<file path="src/rtl/rsc_pkg.sv">
package rsc_pkg;
  // ---------------------------------------------------------------
  // number format: signed, 1.000 = 1000, 100.0 % = 1000
  // ---------------------------------------------------------------
  localparam int VAL_W = 16;
  localparam int ADDR_W = 3;
  localparam logic signed [31:0] SCALE = 32'sd1000;
  localparam logic signed [31:0] SAT_MAX = 32'sd32767;
  localparam logic signed [31:0] SAT_MIN = -32'sd32768;
  localparam logic signed [15:0] RATIO_MIN = 16'sh0000;
  localparam logic signed [15:0] RATIO_MAX = 16'sh270F;
  localparam logic signed [15:0] OFFSET_MIN = -16'sh07CF;
  localparam logic signed [15:0] OFFSET_MAX = 16'sh270F;
  localparam logic signed [15:0] NORM_ONE = 16'sh03E8;
  localparam logic signed [15:0] NORM_ZERO = 16'sh0000;
  // 0.5 % floor in units of 0.1 %
  localparam logic signed [15:0] PV_FLOOR = 16'sh0005;
  // ---------------------------------------------------------------
  // reset values
  // ---------------------------------------------------------------
  localparam logic signed [15:0] LOWER_RST = 16'sh0000;
  localparam logic signed [15:0] UPPER_RST = 16'sh03E8;
  localparam logic signed [15:0] OFFSET_RST = 16'sh0000;
  // ---------------------------------------------------------------
  // register map and config fields
  // ---------------------------------------------------------------
  localparam logic [2:0] ADDR_LOWER = 3'h0;
  localparam logic [2:0] ADDR_UPPER = 3'h1;
  localparam logic [2:0] ADDR_OFFSET = 3'h2;
  localparam logic [2:0] ADDR_CFG = 3'h3;
  localparam logic [2:0] ADDR_NOMINAL = 3'h4;
  localparam logic [2:0] ADDR_ACTUAL = 3'h5;
  localparam logic [2:0] ADDR_SETPOINT = 3'h6;
  localparam int CFG_ORDER_LSB = 0;
  localparam int CFG_EXT_LSB = 2;
  localparam int CFG_LIN_LSB = 5;
  localparam logic [2:0] EXT_MAX = 3'h4;
  localparam logic [1:0] LIN_X1 = 2'h1;
  localparam logic [1:0] LIN_X2 = 2'h2;
  // ---------------------------------------------------------------
  // display levels in rotation order
  // ---------------------------------------------------------------
  localparam logic [2:0] LVL_ONE = 3'h0;
  localparam logic [2:0] LVL_TWO = 3'h1;
  localparam logic [2:0] LVL_THREE = 3'h2;
  localparam logic [2:0] LVL_FOUR = 3'h3;
  localparam logic [2:0] LVL_EXT0 = 3'h4;
  typedef enum logic [1:0] {
    ST_IDLE = 2'b00,
    ST_DIV1 = 2'b01,
    ST_DIV2 = 2'b10
  } rsc_state_e;
endpackage

</file>
<file path="src/rtl/rsc_core.sv">
// Operation
// (RL1) setpoint is commanding variable times ratio factor plus basic offset
// (RL2) control difference is setpoint minus following variable, sent to core
// (RL3) ratio bounds writable only in structuring mode, range 0.0 to 9.999
// (RL4) after reset lower bound is zero, upper bound is one
// (RL5) basic offset writable in parameterization mode, -1.999 to 9.999, default 0
// (RL6) ratio factor is nominal ratio times bound span plus lower bound
// (RL7) actual ratio back-calculated, then normalized against the bounds
// (RL8) both process variables floored at 0.5 % for actual ratio only
// (RL9) normalized actual ratio goes to display and tracking output
// (RL10) no separate nominal ratio limit beyond factor bounds
// (RL11) key press advances both displays; level one shows both ratios
// (RL12) level two setpoint display shows manipulated variable
// (RL13) level three shows external ratio; actual display shows actual ratio
// (RL14) level four shows setpoint and following variable in percent
// (RL15) display order selector enables levels three and four
// (RL16) extension selector appends up to four setpoint display entries
// (RL17) linearized value replaces the assigned process variable
// (RL18) nominal source switching tracks inactive source, bumpless
// (RL19) nominal ratio saturated to zero..one before mapping
//
// Added by the designer: the address map and the address-and-strobe port.
`timescale 1ns/1ps
`default_nettype none
module rsc_core (
  input wire logic clk,
  input wire logic reset_n,
  input wire logic [rsc_pkg::ADDR_W-1:0] reg_addr,
  input wire logic [15:0] reg_wdata,
  input wire logic reg_wr,
  input wire logic reg_rd,
  output logic [15:0] reg_rdata,
  input wire logic structuring_mode,
  input wire logic parameterization_mode,
  input wire logic signed [15:0] following_variable,
  input wire logic signed [15:0] commanding_variable,
  input wire logic signed [15:0] linearized_value,
  input wire logic signed [15:0] external_nominal_ratio,
  input wire logic external_select,
  input wire logic actual_tracking,
  input wire logic signed [15:0] manipulated_variable,
  input wire logic [63:0] extend_values,
  input wire logic level_key,
  output logic signed [15:0] setpoint,
  output logic signed [15:0] control_difference,
  output logic signed [15:0] tracking_value,
  output logic signed [15:0] sp_display,
  output logic signed [15:0] pv_display,
  output logic [2:0] display_level,
  output logic percent_format
);
  import rsc_pkg::*;

  function automatic logic signed [15:0] sat16(input logic signed [31:0] v);
    if (v > SAT_MAX) begin
      return 16'sh7FFF;
    end else if (v < SAT_MIN) begin
      return -16'sh8000;
    end
    return v[15:0];
  endfunction
  function automatic logic signed [15:0] mul_k(input logic signed [15:0] a,
                                               input logic signed [15:0] b);
    logic signed [31:0] p;
    p = 32'(a) * 32'(b);
    return sat16(p / SCALE);
  endfunction
  function automatic logic in_range(input logic signed [15:0] v,
                                    input logic signed [15:0] lo,
                                    input logic signed [15:0] hi);
    return (v >= lo) && (v <= hi);
  endfunction
  function automatic logic lvl_on(input logic [2:0] l, input logic [1:0] ord,
                                  input logic [2:0] ext);
    if (l == LVL_THREE) begin
      return ord[1];
    end else if (l == LVL_FOUR) begin
      return ord[0];
    end else if (l >= LVL_EXT0) begin
      return (l - LVL_EXT0) < ext;
    end
    return 1'b1;
  endfunction

  // ---------------------------------------------------------------
  // registers
  // ---------------------------------------------------------------
  logic signed [15:0] lower_r;
  logic signed [15:0] upper_r;
  logic signed [15:0] offset_r;
  logic [1:0] order_r;
  logic [2:0] extend_r;
  logic [1:0] lin_r;
  logic signed [15:0] nominal_r;
  logic signed [15:0] xv_r;
  logic signed [15:0] wdat;
  wire wr_lower = reg_wr && reg_addr == ADDR_LOWER;
  wire wr_upper = reg_wr && reg_addr == ADDR_UPPER;
  wire wr_offset = reg_wr && reg_addr == ADDR_OFFSET;
  wire wr_cfg = reg_wr && reg_addr == ADDR_CFG;
  wire wr_nom = reg_wr && reg_addr == ADDR_NOMINAL;
  wire [2:0] cfg_ext = reg_wdata[CFG_EXT_LSB +: 3];
  assign wdat = $signed(reg_wdata);
  wire ok_lower = structuring_mode && in_range(wdat, RATIO_MIN, RATIO_MAX); // RL3
  wire ok_offset = parameterization_mode && in_range(wdat, OFFSET_MIN, OFFSET_MAX); // RL5

  always_ff @(posedge clk or negedge reset_n) begin
    if (!reset_n) begin
      lower_r <= LOWER_RST; // RL4
      upper_r <= UPPER_RST; // RL4
      offset_r <= OFFSET_RST; // RL5
      order_r <= 2'h0;
      extend_r <= 3'h0;
      lin_r <= 2'h0;
    end else begin
      if (wr_lower && ok_lower) begin
        lower_r <= wdat; // RL3
      end
      if (wr_upper && ok_lower) begin
        upper_r <= wdat; // RL3
      end
      if (wr_offset && ok_offset) begin
        offset_r <= wdat; // RL5
      end
      if (wr_cfg && cfg_ext <= EXT_MAX) begin
        order_r <= reg_wdata[CFG_ORDER_LSB +: 2];
        extend_r <= cfg_ext;
        lin_r <= reg_wdata[CFG_LIN_LSB +: 2];
      end
    end
  end

  // tracking beats a software write so the inactive source never jumps
  always_ff @(posedge clk or negedge reset_n) begin
    if (!reset_n) begin
      nominal_r <= NORM_ZERO;
    end else if (external_select) begin
      nominal_r <= external_nominal_ratio; // RL18
    end else if (actual_tracking) begin
      nominal_r <= xv_r; // RL9
    end else if (wr_nom) begin
      nominal_r <= wdat;
    end
  end

  logic [15:0] rd_val;
  always_comb begin
    if (reg_addr == ADDR_LOWER) begin
      rd_val = lower_r;
    end else if (reg_addr == ADDR_UPPER) begin
      rd_val = upper_r;
    end else if (reg_addr == ADDR_OFFSET) begin
      rd_val = offset_r;
    end else if (reg_addr == ADDR_CFG) begin
      rd_val = {9'h000, lin_r, extend_r, order_r};
    end else if (reg_addr == ADDR_NOMINAL) begin
      rd_val = nominal_r;
    end else if (reg_addr == ADDR_ACTUAL) begin
      rd_val = xv_r;
    end else if (reg_addr == ADDR_SETPOINT) begin
      rd_val = setpoint;
    end else begin
      rd_val = 16'h0000;
    end
  end
  always_ff @(posedge clk or negedge reset_n) begin
    if (!reset_n) begin
      reg_rdata <= 16'h0000;
    end else begin
      reg_rdata <= reg_rd ? rd_val : 16'h0000;
    end
  end

  // ---------------------------------------------------------------
  // ratio and setpoint datapath
  // ---------------------------------------------------------------
  logic signed [15:0] x1_r;
  logic signed [15:0] x2_r;
  logic signed [15:0] wv_r;
  logic signed [15:0] v_r;
  wire signed [15:0] x1_sel = (lin_r == LIN_X1) ? linearized_value : following_variable; // RL17
  wire signed [15:0] x2_sel = (lin_r == LIN_X2) ? linearized_value : commanding_variable; // RL17
  wire signed [15:0] wv_act = external_select ? external_nominal_ratio : nominal_r;
  // the only limit on the nominal ratio is the clamp to the unit span
  wire signed [15:0] wv_clip = wv_act < NORM_ZERO ? NORM_ZERO :
                               wv_act > NORM_ONE ? NORM_ONE : wv_act; // RL19 RL10
  wire signed [15:0] span = sat16(32'(upper_r) - 32'(lower_r));
  wire signed [15:0] v_nxt = sat16(32'(mul_k(wv_r, span)) + 32'(lower_r)); // RL6
  wire signed [15:0] w_nxt = sat16(32'(mul_k(v_r, x2_r)) + 32'(offset_r)); // RL1

  always_ff @(posedge clk or negedge reset_n) begin
    if (!reset_n) begin
      x1_r <= 16'sh0000;
      x2_r <= 16'sh0000;
      wv_r <= NORM_ZERO;
      v_r <= LOWER_RST;
      setpoint <= 16'sh0000;
      control_difference <= 16'sh0000;
    end else begin
      x1_r <= x1_sel;
      x2_r <= x2_sel;
      wv_r <= wv_clip;
      v_r <= v_nxt;
      setpoint <= w_nxt;
      control_difference <= sat16(32'(setpoint) - 32'(x1_r)); // RL2
    end
  end

  // ---------------------------------------------------------------
  // normalized actual ratio, two sequential divides
  // ---------------------------------------------------------------
  rsc_state_e state_r;
  logic div_start_r;
  logic signed [31:0] div_num_r;
  logic signed [15:0] div_den_r;
  logic div_done;
  logic signed [31:0] div_q;
  // floors only feed this path, the setpoint keeps the raw values
  wire signed [15:0] x1_lim = x1_r < PV_FLOOR ? PV_FLOOR : x1_r; // RL8
  wire signed [15:0] x2_lim = x2_r < PV_FLOOR ? PV_FLOOR : x2_r; // RL8
  wire signed [15:0] vis = sat16(div_q);
  always_ff @(posedge clk or negedge reset_n) begin
    if (!reset_n) begin
      state_r <= ST_IDLE;
      div_start_r <= 1'b0;
      div_num_r <= 32'sh00000000;
      div_den_r <= 16'sh0000;
      xv_r <= 16'sh0000;
    end else begin
      div_start_r <= 1'b0;
      case (state_r)
        ST_IDLE: begin
          div_num_r <= (32'(x1_lim) - 32'(offset_r)) * SCALE; // RL7
          div_den_r <= x2_lim;
          div_start_r <= 1'b1;
          state_r <= ST_DIV1;
        end
        ST_DIV1: begin
          if (div_done) begin
            div_num_r <= (32'(vis) - 32'(lower_r)) * SCALE; // RL7
            div_den_r <= span;
            div_start_r <= 1'b1;
            state_r <= ST_DIV2;
          end
        end
        ST_DIV2: begin
          if (div_done) begin
            // a non-positive span has no meaningful ratio
            xv_r <= span > 16'sh0000 ? sat16(div_q) : NORM_ZERO; // RL7
            state_r <= ST_IDLE;
          end
        end
        default: begin
          state_r <= ST_IDLE;
        end
      endcase
    end
  end

  rsc_div u_div (
    .clk(clk),
    .reset_n(reset_n),
    .start(div_start_r),
    .num(div_num_r),
    .den(div_den_r),
    .done(div_done),
    .quot(div_q)
  );

  // ---------------------------------------------------------------
  // display levels
  // ---------------------------------------------------------------
  logic key1_r;
  logic key2_r;
  logic key3_r;
  logic key_state_r;
  logic [2:0] lvl_r;
  logic [2:0] lvl_nxt;
  wire key_stable = key2_r == key3_r;
  wire key_press = key_stable && key3_r && !key_state_r;
  always_comb begin
    lvl_nxt = LVL_ONE;
    for (int i = 7; i >= 1; i--) begin
      if (lvl_on(3'(lvl_r + 3'(i)), order_r, extend_r)) begin
        lvl_nxt = 3'(lvl_r + 3'(i)); // RL15 RL16
      end
    end
  end
  wire [1:0] ext_idx = 2'(lvl_r - LVL_EXT0);
  wire signed [15:0] ext_val = $signed(extend_values[16 * ext_idx +: 16]);
  logic signed [15:0] sp_sel;
  logic signed [15:0] pv_sel;
  always_comb begin
    pv_sel = xv_r; // RL13
    case (lvl_r)
      LVL_ONE: sp_sel = wv_act; // RL11
      LVL_TWO: sp_sel = manipulated_variable; // RL12
      LVL_THREE: sp_sel = external_nominal_ratio; // RL13
      LVL_FOUR: begin
        sp_sel = setpoint; // RL14
        pv_sel = x1_r; // RL14
      end
      default: sp_sel = ext_val; // RL16
    endcase
  end
  always_ff @(posedge clk or negedge reset_n) begin
    if (!reset_n) begin
      key1_r <= 1'b0;
      key2_r <= 1'b0;
      key3_r <= 1'b0;
      key_state_r <= 1'b0;
      lvl_r <= LVL_ONE;
      display_level <= LVL_ONE;
      sp_display <= 16'sh0000;
      pv_display <= 16'sh0000;
      percent_format <= 1'b0;
      tracking_value <= 16'sh0000;
    end else begin
      key1_r <= level_key;
      key2_r <= key1_r;
      key3_r <= key2_r;
      if (key_stable) begin
        key_state_r <= key3_r;
      end
      if (key_press) begin
        lvl_r <= lvl_nxt; // RL11
      end else if (!lvl_on(lvl_r, order_r, extend_r)) begin
        lvl_r <= LVL_ONE;
      end
      display_level <= lvl_r;
      sp_display <= sp_sel;
      pv_display <= pv_sel;
      percent_format <= lvl_r == LVL_FOUR; // RL14
      tracking_value <= xv_r; // RL9
    end
  end
endmodule
`default_nettype wire

</file>
<file path="src/rtl/rsc_div.sv">
`timescale 1ns/1ps
`default_nettype none
module rsc_div (
  input wire logic clk,
  input wire logic reset_n,
  input wire logic start,
  input wire logic signed [31:0] num,
  input wire logic signed [15:0] den,
  output logic done,
  output logic signed [31:0] quot
);
  // ---------------------------------------------------------------
  // restoring divide on magnitudes, one bit per clock
  // ---------------------------------------------------------------
  logic [31:0] q_r;
  logic [31:0] rem_r;
  logic [15:0] den_r;
  logic neg_r;
  logic [5:0] cnt_r;
  logic busy_r;
  logic [32:0] trial;
  logic [31:0] rem_sh;
  assign rem_sh = {rem_r[30:0], q_r[31]};
  assign trial = {1'b0, rem_sh} - {17'h00000, den_r};
  always_ff @(posedge clk or negedge reset_n) begin
    if (!reset_n) begin
      q_r <= 32'h00000000;
      rem_r <= 32'h00000000;
      den_r <= 16'h0000;
      neg_r <= 1'b0;
      cnt_r <= 6'h00;
      busy_r <= 1'b0;
      done <= 1'b0;
      quot <= 32'sh00000000;
    end else begin
      done <= 1'b0;
      if (start && !busy_r) begin
        q_r <= num[31] ? 32'(-num) : num;
        den_r <= den[15] ? 16'(-den) : den;
        neg_r <= num[31] ^ den[15];
        rem_r <= 32'h00000000;
        cnt_r <= 6'h20;
        busy_r <= 1'b1;
      end else if (busy_r && cnt_r != 6'h00) begin
        rem_r <= trial[32] ? rem_sh : trial[31:0];
        q_r <= {q_r[30:0], ~trial[32]};
        cnt_r <= cnt_r - 6'h01;
      end else if (busy_r) begin
        // zero divisor gives the largest magnitude, not garbage
        if (den_r == 16'h0000) begin
          quot <= neg_r ? -32'sh7FFFFFFF : 32'sh7FFFFFFF;
        end else begin
          quot <= neg_r ? -$signed(q_r) : $signed(q_r);
        end
        done <= 1'b1;
        busy_r <= 1'b0;
      end
    end
  end
endmodule
`default_nettype wire

</file>
<file path="config.mk">
export PLATFORM = sky130hd
export DESIGN_NAME = rsc_core
export DESIGN_NICKNAME = d
export VERILOG_FILES = /design/src/rtl/rsc_pkg.sv /design/src/rtl/rsc_core.sv /design/src/rtl/rsc_div.sv
export SDC_FILE = /design/constraint.sdc
export NUM_CORES = 2
export LEC_CHECK = 0
export ABC_CLOCK_PERIOD_IN_PS = 28400
export CORE_AREA = 2 2 437 266
export CTS_BUF_LIST = sky130_fd_sc_hd__clkbuf_16
export DETAILED_ROUTE_END_ITERATION = 10
export DIE_AREA = 0 0 439 268
export DONT_BUFFER_PORTS = 1
export PLACE_DENSITY = 0.8
export SYNTH_ARGS = -nofsm -noshare
export SYNTH_HDL_FRONTEND = slang
export SYNTH_HIERARCHICAL = 1
export SYNTH_SLANG_ARGS = --single-unit
export TNS_END_PERCENT = 20
</file>
<file path="constraint.sdc">
create_clock -name clk -period 28.4 [get_ports clk]
set_input_delay 1.42 -clock clk [delete_from_list [all_inputs] [get_ports clk]]
set_output_delay 1.42 -clock clk [all_outputs]
set_load 0.1 [all_outputs]
</file>
After elaboration in Yosys (flattened, before gate mapping)
Cells that the tools add are included.
W data, S select, Z words.
{"block": "classes", "n_shift": 1, "add_sub_neg": 26, "n_eq_ne": 32, "mux": 152, "mul": 4, "div": 2, "bitwise_logic": 4, "n_reduce_logical": 31, "magnitude_cmp": 39}
{"operator": "$mux W16", "count": 44}
{"operator": "$mux W32", "count": 7}
{"operator": "$gt A32 B16 Y1 const B", "count": 3}
{"operator": "$lt A32 B16 Y1 const B", "count": 3}
{"operator": "$mux W31", "count": 3}
{"operator": "$mux W1", "count": 80}
{"operator": "$gt A17 B16 Y1 const B", "count": 4}
{"operator": "$lt A17 B16 Y1 const B", "count": 4}
{"operator": "$sub A16 B16 Y17", "count": 4}
{"operator": "$div A32 B11 Y32 const B", "count": 2}
{"operator": "$mul A16 B16 Y32", "count": 2}
{"operator": "$neg A32 Y32", "count": 2}
{"operator": "$pmux W16 S4", "count": 1}
{"operator": "$pmux W32 S2", "count": 1}
{"operator": "$shiftx A64 B7 Y16", "count": 1}
{"operator": "$eq A3 B2 Y1 const B", "count": 18}
{"operator": "$mul A17 B8 Y25 const B", "count": 2}
{"operator": "$add A16 B16 Y17", "count": 2}
{"operator": "$sub A32 B16 Y33", "count": 1}
{"operator": "$lt A16 B4 Y1 const B", "count": 2}
{"operator": "$pmux W16 S2", "count": 1}
{"operator": "$mux W3", "count": 9}
{"operator": "$ge A3 B3 Y1 const B", "count": 8}
{"operator": "$lt A3 B3 Y1", "count": 8}
{"operator": "other kinds (36)", "count": 79}
{"block": "totals", "output_inout_bits": 100, "wordCells": 328, "input_bits": 172, "ff_bits": 429}

Depth between registers and ports, before layout
{"block": "depth", "depth_word": 16, "mapped_depth": 129, "depth_no_buf": 115}

Hierarchy
Netlist, hierarchy kept.
{"mod": "rsc_core", "area_per_inst_um2": 59653.5, "n_inst": 1, "cells_each": 6935}
{"mod": "rsc_div", "area_per_inst_um2": 8091.5, "n_inst": 1, "cells_each": 1000}

Least setup slack after synthesis
Ideal clock, no wire load.
{"block": "synth_timing", "path_kind": "reg2reg", "startpoint": "reg lower_r[1]", "endpoint": "reg v_r[10]", "arrival_time_ps": 28179, "stages_incl_launch_ff": 123, "setup_ps": 78, "path_slack_ps": 143, "required_ps": 28322, "cell_sequence": "dfrtp_1 -> inv_1 -> ha_1 -> nor2b_1 -> o31a_1 -> or2_2 -> o21ai_0 -> nand2b_1 -> and2_1 -> o21ai_0 -> nand2b_1 -> a31oi_1 -> o21bai_1 -> a21oi_1 -> xor2_1 -> inv_1 -> maj3_1 -> clkbuf_1 -> (+87 left out) -> nor2b_1 -> o21ai_0 -> nand2b_1 -> a21oi_1 -> o21bai_1 -> a21oi_1 -> o21bai_1 -> a21oi_1 -> o21bai_1 -> a21oi_1 -> o21bai_1 -> a21oi_1 -> o21bai_1 -> a2111oi_0 -> a21oi_1 -> nand2_1 -> clkbuf_1 -> a21oi_1"}
{"block": "synth_via", "elab_chain_cells": 16}
{"element": "start, declared", "line_no": "rsc_core.sv:88", "source": "logic signed [15:0] lower_r;"}
{"element": "start signal, assigned", "line_no": "rsc_core.sv:117", "source": "lower_r <= wdat;"}
{"element": "$sub A16 B16 Y17", "line_no": "rsc_core.sv:187", "source": "wire signed [15:0] span = sat16(32'(upper_r) - 32'(lower_r));"}
{"element": "$lt A17 B16 Y1", "line_no": "rsc_core.sv:57", "source": "end else if (v < SAT_MIN) begin"}
{"element": "$mux W1", "line_no": "rsc_core.sv:57"}
{"element": "$mux W1", "line_no": "rsc_core.sv:55", "source": "if (v > SAT_MAX) begin"}
{"element": "$mux W16", "line_no": "rsc_core.sv:60", "source": "return v[15:0];"}
{"element": "$mul A16 B16 Y32", "line_no": "rsc_core.sv:65", "source": "p = 32'(a) * 32'(b);"}
{"element": "$div A32 B11 Y32", "line_no": "rsc_core.sv:66", "source": "return sat16(p / SCALE);"}
{"element": "$lt A32 B16 Y1", "line_no": "rsc_core.sv:57"}
{"element": "$mux W1", "line_no": "rsc_core.sv:57"}
{"element": "$mux W1", "line_no": "rsc_core.sv:55"}
{"element": "$mux W16", "line_no": "rsc_core.sv:60"}
{"element": "$add A16 B16 Y17 *", "line_no": "rsc_core.sv:188", "source": "wire signed [15:0] v_nxt = sat16(32'(mul_k(wv_r, span)) + 32'(lower_r));"}
{"element": "$lt A17 B16 Y1", "line_no": "rsc_core.sv:57"}
{"element": "$mux W1", "line_no": "rsc_core.sv:57"}
{"element": "$mux W1", "line_no": "rsc_core.sv:55"}
{"element": "$mux W16 *", "line_no": "rsc_core.sv:60"}
{"element": "via v_nxt[10]", "line_no": "rsc_core.sv:188"}
{"element": "end signal, assigned", "line_no": "rsc_core.sv:203", "source": "v_r <= v_nxt;"}
{"element": "end, declared", "line_no": "rsc_core.sv:180", "source": "logic signed [15:0] v_r;"}
The timed path passes the listed nets; every way through them passes the cells marked *.
A chain may end at the register's enable or synchronous reset.

Worst setup path after layout
{"block": "layout_timing", "startpoint": "reg upper_r[6]", "endpoint": "reg v_r[10]"}
{"block": "layout_via", "elab_chain_cells": 16}
{"element": "start, declared", "line_no": "rsc_core.sv:89", "source": "logic signed [15:0] upper_r;"}
{"element": "start signal, assigned", "line_no": "rsc_core.sv:120", "source": "upper_r <= wdat;"}
{"element": "$sub A16 B16 Y17 *", "line_no": "rsc_core.sv:187"}
{"element": "$lt A17 B16 Y1", "line_no": "rsc_core.sv:57"}
{"element": "$mux W1", "line_no": "rsc_core.sv:57"}
{"element": "$mux W1", "line_no": "rsc_core.sv:55"}
{"element": "$mux W16 *", "line_no": "rsc_core.sv:60"}
{"element": "$mul A16 B16 Y32 *", "line_no": "rsc_core.sv:65"}
{"element": "$div A32 B11 Y32 *", "line_no": "rsc_core.sv:66"}
{"element": "$lt A32 B16 Y1", "line_no": "rsc_core.sv:57"}
{"element": "$mux W1", "line_no": "rsc_core.sv:57"}
{"element": "$mux W1", "line_no": "rsc_core.sv:55"}
{"element": "$mux W16 *", "line_no": "rsc_core.sv:60"}
{"element": "$add A16 B16 Y17 *", "line_no": "rsc_core.sv:188"}
{"element": "$lt A17 B16 Y1", "line_no": "rsc_core.sv:57"}
{"element": "$mux W1", "line_no": "rsc_core.sv:57"}
{"element": "$mux W1", "line_no": "rsc_core.sv:55"}
{"element": "$mux W16 *", "line_no": "rsc_core.sv:60"}
{"element": "via v_nxt[10]", "line_no": "rsc_core.sv:188"}
Marks and branches as above.

==> impl_metrics.env <==
export IMPL_cts_htree_levels=2
export IMPL_ys_ff_latch=421
export IMPL_pre_cts_slack_ns=-0.625
export IMPL_clock_sinks=421
export IMPL_syn_to_final_growth_pct=15.4
export IMPL_antenna_found_initial=9
export IMPL_grt_pass1_vias=61000
export IMPL_path_common_cell="a21oi_2"
export IMPL_crit_slowest_cell="fa_2"
export IMPL_maxSlewViolCount=195
export IMPL_place_hpwl_mm=192
export IMPL_seqCellArea_mm2=0.0106
export IMPL_grt_max_degree=422
export IMPL_rows=96
export IMPL_routedWlPerCell_um=24.5
export IMPL_cts_buffers=48
export IMPL_synth_seq_area_share_pct=15.6
export IMPL_die_width_um=439
export IMPL_grt_ovfl_total=0
export IMPL_rsz0062_at_grt="true"
export IMPL_cts_clk_slew_worst_paths_ns=0.07
export IMPL_period_needed_ns=28.33
export IMPL_routabilityCongestion=1.03
export IMPL_synth_edf_count=0
export IMPL_drt_vias_per_instance=6.60
export IMPL_worst_slew_pin_slew_ns=1.69
export IMPL_clock_fmax_mhz=35.3
export IMPL_vias=66000
export IMPL_multi_input_comb_area_mm2=0.0546
export IMPL_status="complete, but fails checks"
export IMPL_drive_gt1_share_pct=21.2
export IMPL_insertion_delay_ns=0.68
export IMPL_setup_viol=0
export IMPL_final_area_mm2=0.0782
export IMPL_dieHeight_um=268
export IMPL_hold_violations=0
export IMPL_drtPass1Iterations=8
export IMPL_fillerInstances=8886
export IMPL_end_kind="register"
export IMPL_cts_tree="yes"
export IMPL_max_cap_viol_count=1
export IMPL_yosysWarnings=6
export IMPL_core_area_mm2=0.114
export IMPL_cts_max_path_buffers=3
export IMPL_wl_mm=245
export IMPL_start_util_pct=59.7
export IMPL_synth_cells=7935
export IMPL_cp_max_fo=8
export IMPL_async_flop_share_pct=100
export IMPL_crit_path_max_incr_delay_ns=0.57
export IMPL_startpoint_type="register"
export IMPL_nNetsFinal=9648
export IMPL_hold_start="key1_r"
export IMPL_ant_nets=0
export IMPL_critPathKind="reg -> reg"
export IMPL_hp_class="reg -> reg"
export IMPL_synth_area_mm2=0.0677
export IMPL_drc=0
export IMPL_die_area_mm2=0.118
export IMPL_layout_setup_ws_ns=0.0668
export IMPL_grt_first_pass_wirelength_mm=364
export IMPL_syn_area_per_cell_um2=8.54
export IMPL_critPathArrivalTime_ns=28.89
export IMPL_finalClockSkew_ns=0.0495
export IMPL_synth_distinct_cells=193
export IMPL_crit_reg2reg_launch="upper_r[6]"
export IMPL_root_buffer="clkbuf_16"
export IMPL_maxSlewHeadroom_pct=-12.4
export IMPL_postPlaceCellArea_mm2=0.0728
export IMPL_finalSetupTns_ns=0
export IMPL_portBuffers=0
export IMPL_reg2reg_slack_ns=0.07
export IMPL_fin_crit_sh_pct=99.8
export IMPL_grt_use_total_pct=39.8
export IMPL_crit_start="upper_r[6]"
export IMPL_synth_top_flop_cell="dfrtp_1"
export IMPL_cp_required_ns=28.95
export IMPL_pin_count=272
export IMPL_drt_iter0_drc=9395
export IMPL_violations="max-capacitance violations, max-slew violations"
-- final timing paths --
kind / end / cells past startpoint
min in group asynchronous: u_div/rem_r[21] / 0
hold / removal: key2_r / 0
setup reg to reg: v_r[10] / 118
setup / recovery: v_r[10] / 118
hold reg to reg: key2_r / 0
max in group asynchronous: x2_r[9] / 0
-- what timing repair did --
action                                  in CTS  in global routing
resized for setup                           82                460
gates cloned                                 0                  3
setup buffers                               18                126
hold buffers                                 0                  0
endpoints found under the setup margin      32                 32
pin swaps                                   26                199
-- layout make-up --
cell class	count	share of cell area, %
antenna	9	0.0288
sequential	421	13.5
inverter	891	4.28
timing repair buffer	775	7.73
clock buffer	48	1.54
multi-input combinational	6290	69.8
clock inverter	41	0.608
tap	1519	2.43
-- routing by layer --
layer  global-route usage [%]  share of wire, %  vias up
met5                        0             0.062        -
li1                         -                 -    28800
met4                     12.0               3.9        4
met1                     60.0                42    32000
met2                     52.9                39     4563
met3                     13.3                15      638
-- cells in the mapped netlist, types with 42 or more instances --
cell / number / share of area (%)
fa_1: 571 / 17
o21bai_1: 81 / 0.90
nor3_1: 141 / 1.0
nor2b_1: 65 / 0.60
nor4_1: 56 / 0.52
xor2_1: 137 / 1.8
xnor2_1: 315 / 4.1
ha_1: 478 / 8.8
nand2b_1: 59 / 0.54
mux2i_1: 112 / 1.7
o22ai_1: 60 / 0.55
dfrtp_1: 415 / 15
a21o_1: 101 / 1.1
or2_2: 42 / 0.39
or3_1: 52 / 0.48
clkbuf_1: 255 / 1.4
o21ai_1: 47 / 0.35
and2_1: 270 / 2.5
mux2_2: 104 / 1.7
nand4_1: 54 / 0.50
o21ai_0: 443 / 3.3
o211ai_1: 72 / 0.80
a21oi_1: 419 / 3.1
a31oi_1: 94 / 0.87
nand2_1: 806 / 4.5
o31ai_1: 42 / 0.47
inv_1: 889 / 4.9
a211oi_1: 47 / 0.52
nor2_1: 430 / 2.4
nand3_1: 156 / 1.2
-- sequential cells by signal, summed over array words and instances (netlist names), 25 cells and up --
| register | cells |
|---|---|
| u_div/q_r | 32 |
| u_div/quot | 32 |
| u_div/rem_r | 31 |
| div_num_r | 25 |
-- cells in the final DEF (no fill, tap or decap), types with 35 or more instances in the layout --
cell type | netlist | layout
o211ai_1 | 72 | 72
nand4_1 | 54 | 54
nor4_1 | 56 | 51
o21bai_1 | 81 | 80
mux2i_1 | 112 | 97
or3_1 | 52 | 45
mux2_2 | 104 | 99
and2_1 | 270 | 261
ha_1 | 478 | 458
fa_1 | 571 | 562
a21o_1 | 101 | 98
o22ai_1 | 60 | 53
a21oi_2 | 17 | 58
xor2_1 | 137 | 128
dfrtp_1 | 415 | 388
clkbuf_16 | 0 | 49
o21ai_1 | 47 | 49
o31ai_1 | 42 | 35
buf_4 | 7 | 734
nor2b_1 | 65 | 59
nor2_1 | 430 | 420
inv_1 | 889 | 880
nand2b_1 | 59 | 56
nand2_1 | 806 | 796
a31oi_1 | 94 | 84
o21a_1 | 41 | 38
xnor2_1 | 315 | 293
o21ai_0 | 443 | 428
or2_2 | 42 | 40
a21oi_1 | 419 | 366
nand3_1 | 156 | 145
nor3_1 | 141 | 127
-- cell families (layout without fill, tap and decap cells) --
kind of cell / count (synthesis) / in the layout / share of synthesized area [%]
and+or+nand+nor: 2416 / 2416 / 18.3
other: 1 / 22 / 0.00554
AOI/OAI and AO/OA: 2086 / 2086 / 22.4
DFF: 421 / 421 / 15.6
muxes: 248 / 248 / 4.31
adders and majority gates: 1066 / 1066 / 26.0
buffers and inverters: 1237 / 1755 / 7.49
xor gates and xnor gates: 460 / 461 / 6.07
-- worst max-delay path: cells and delay by family, from the launching register on --
kind | cells | cell delay (ns)
fa+ha+maj | 11 | 4.56
buf+inv | 17 | 2.36
simple gates | 24 | 6.50
compound gates | 57 | 12.06
flops | 1 | 0.55
mux | 6 | 1.68
xor+xnor | 3 | 0.46
-- stage by stage --
stage / hold slack [ns] / cells / util (%)
floorplan: 0.331 / 7947 / -
global placement: 0.345 / 9749 / 64.1
detailed placement: 0.353 / 9749 / 64.1
CTS: 0.374 / 9856 / 66.1
global route: 0.377 / 9988 / 68.9
finish: 0.374 / 9994 / 68.9
Power is not shown: default switching activity piles up to over one toggle a cycle in this logic, so the estimate is an artifact.
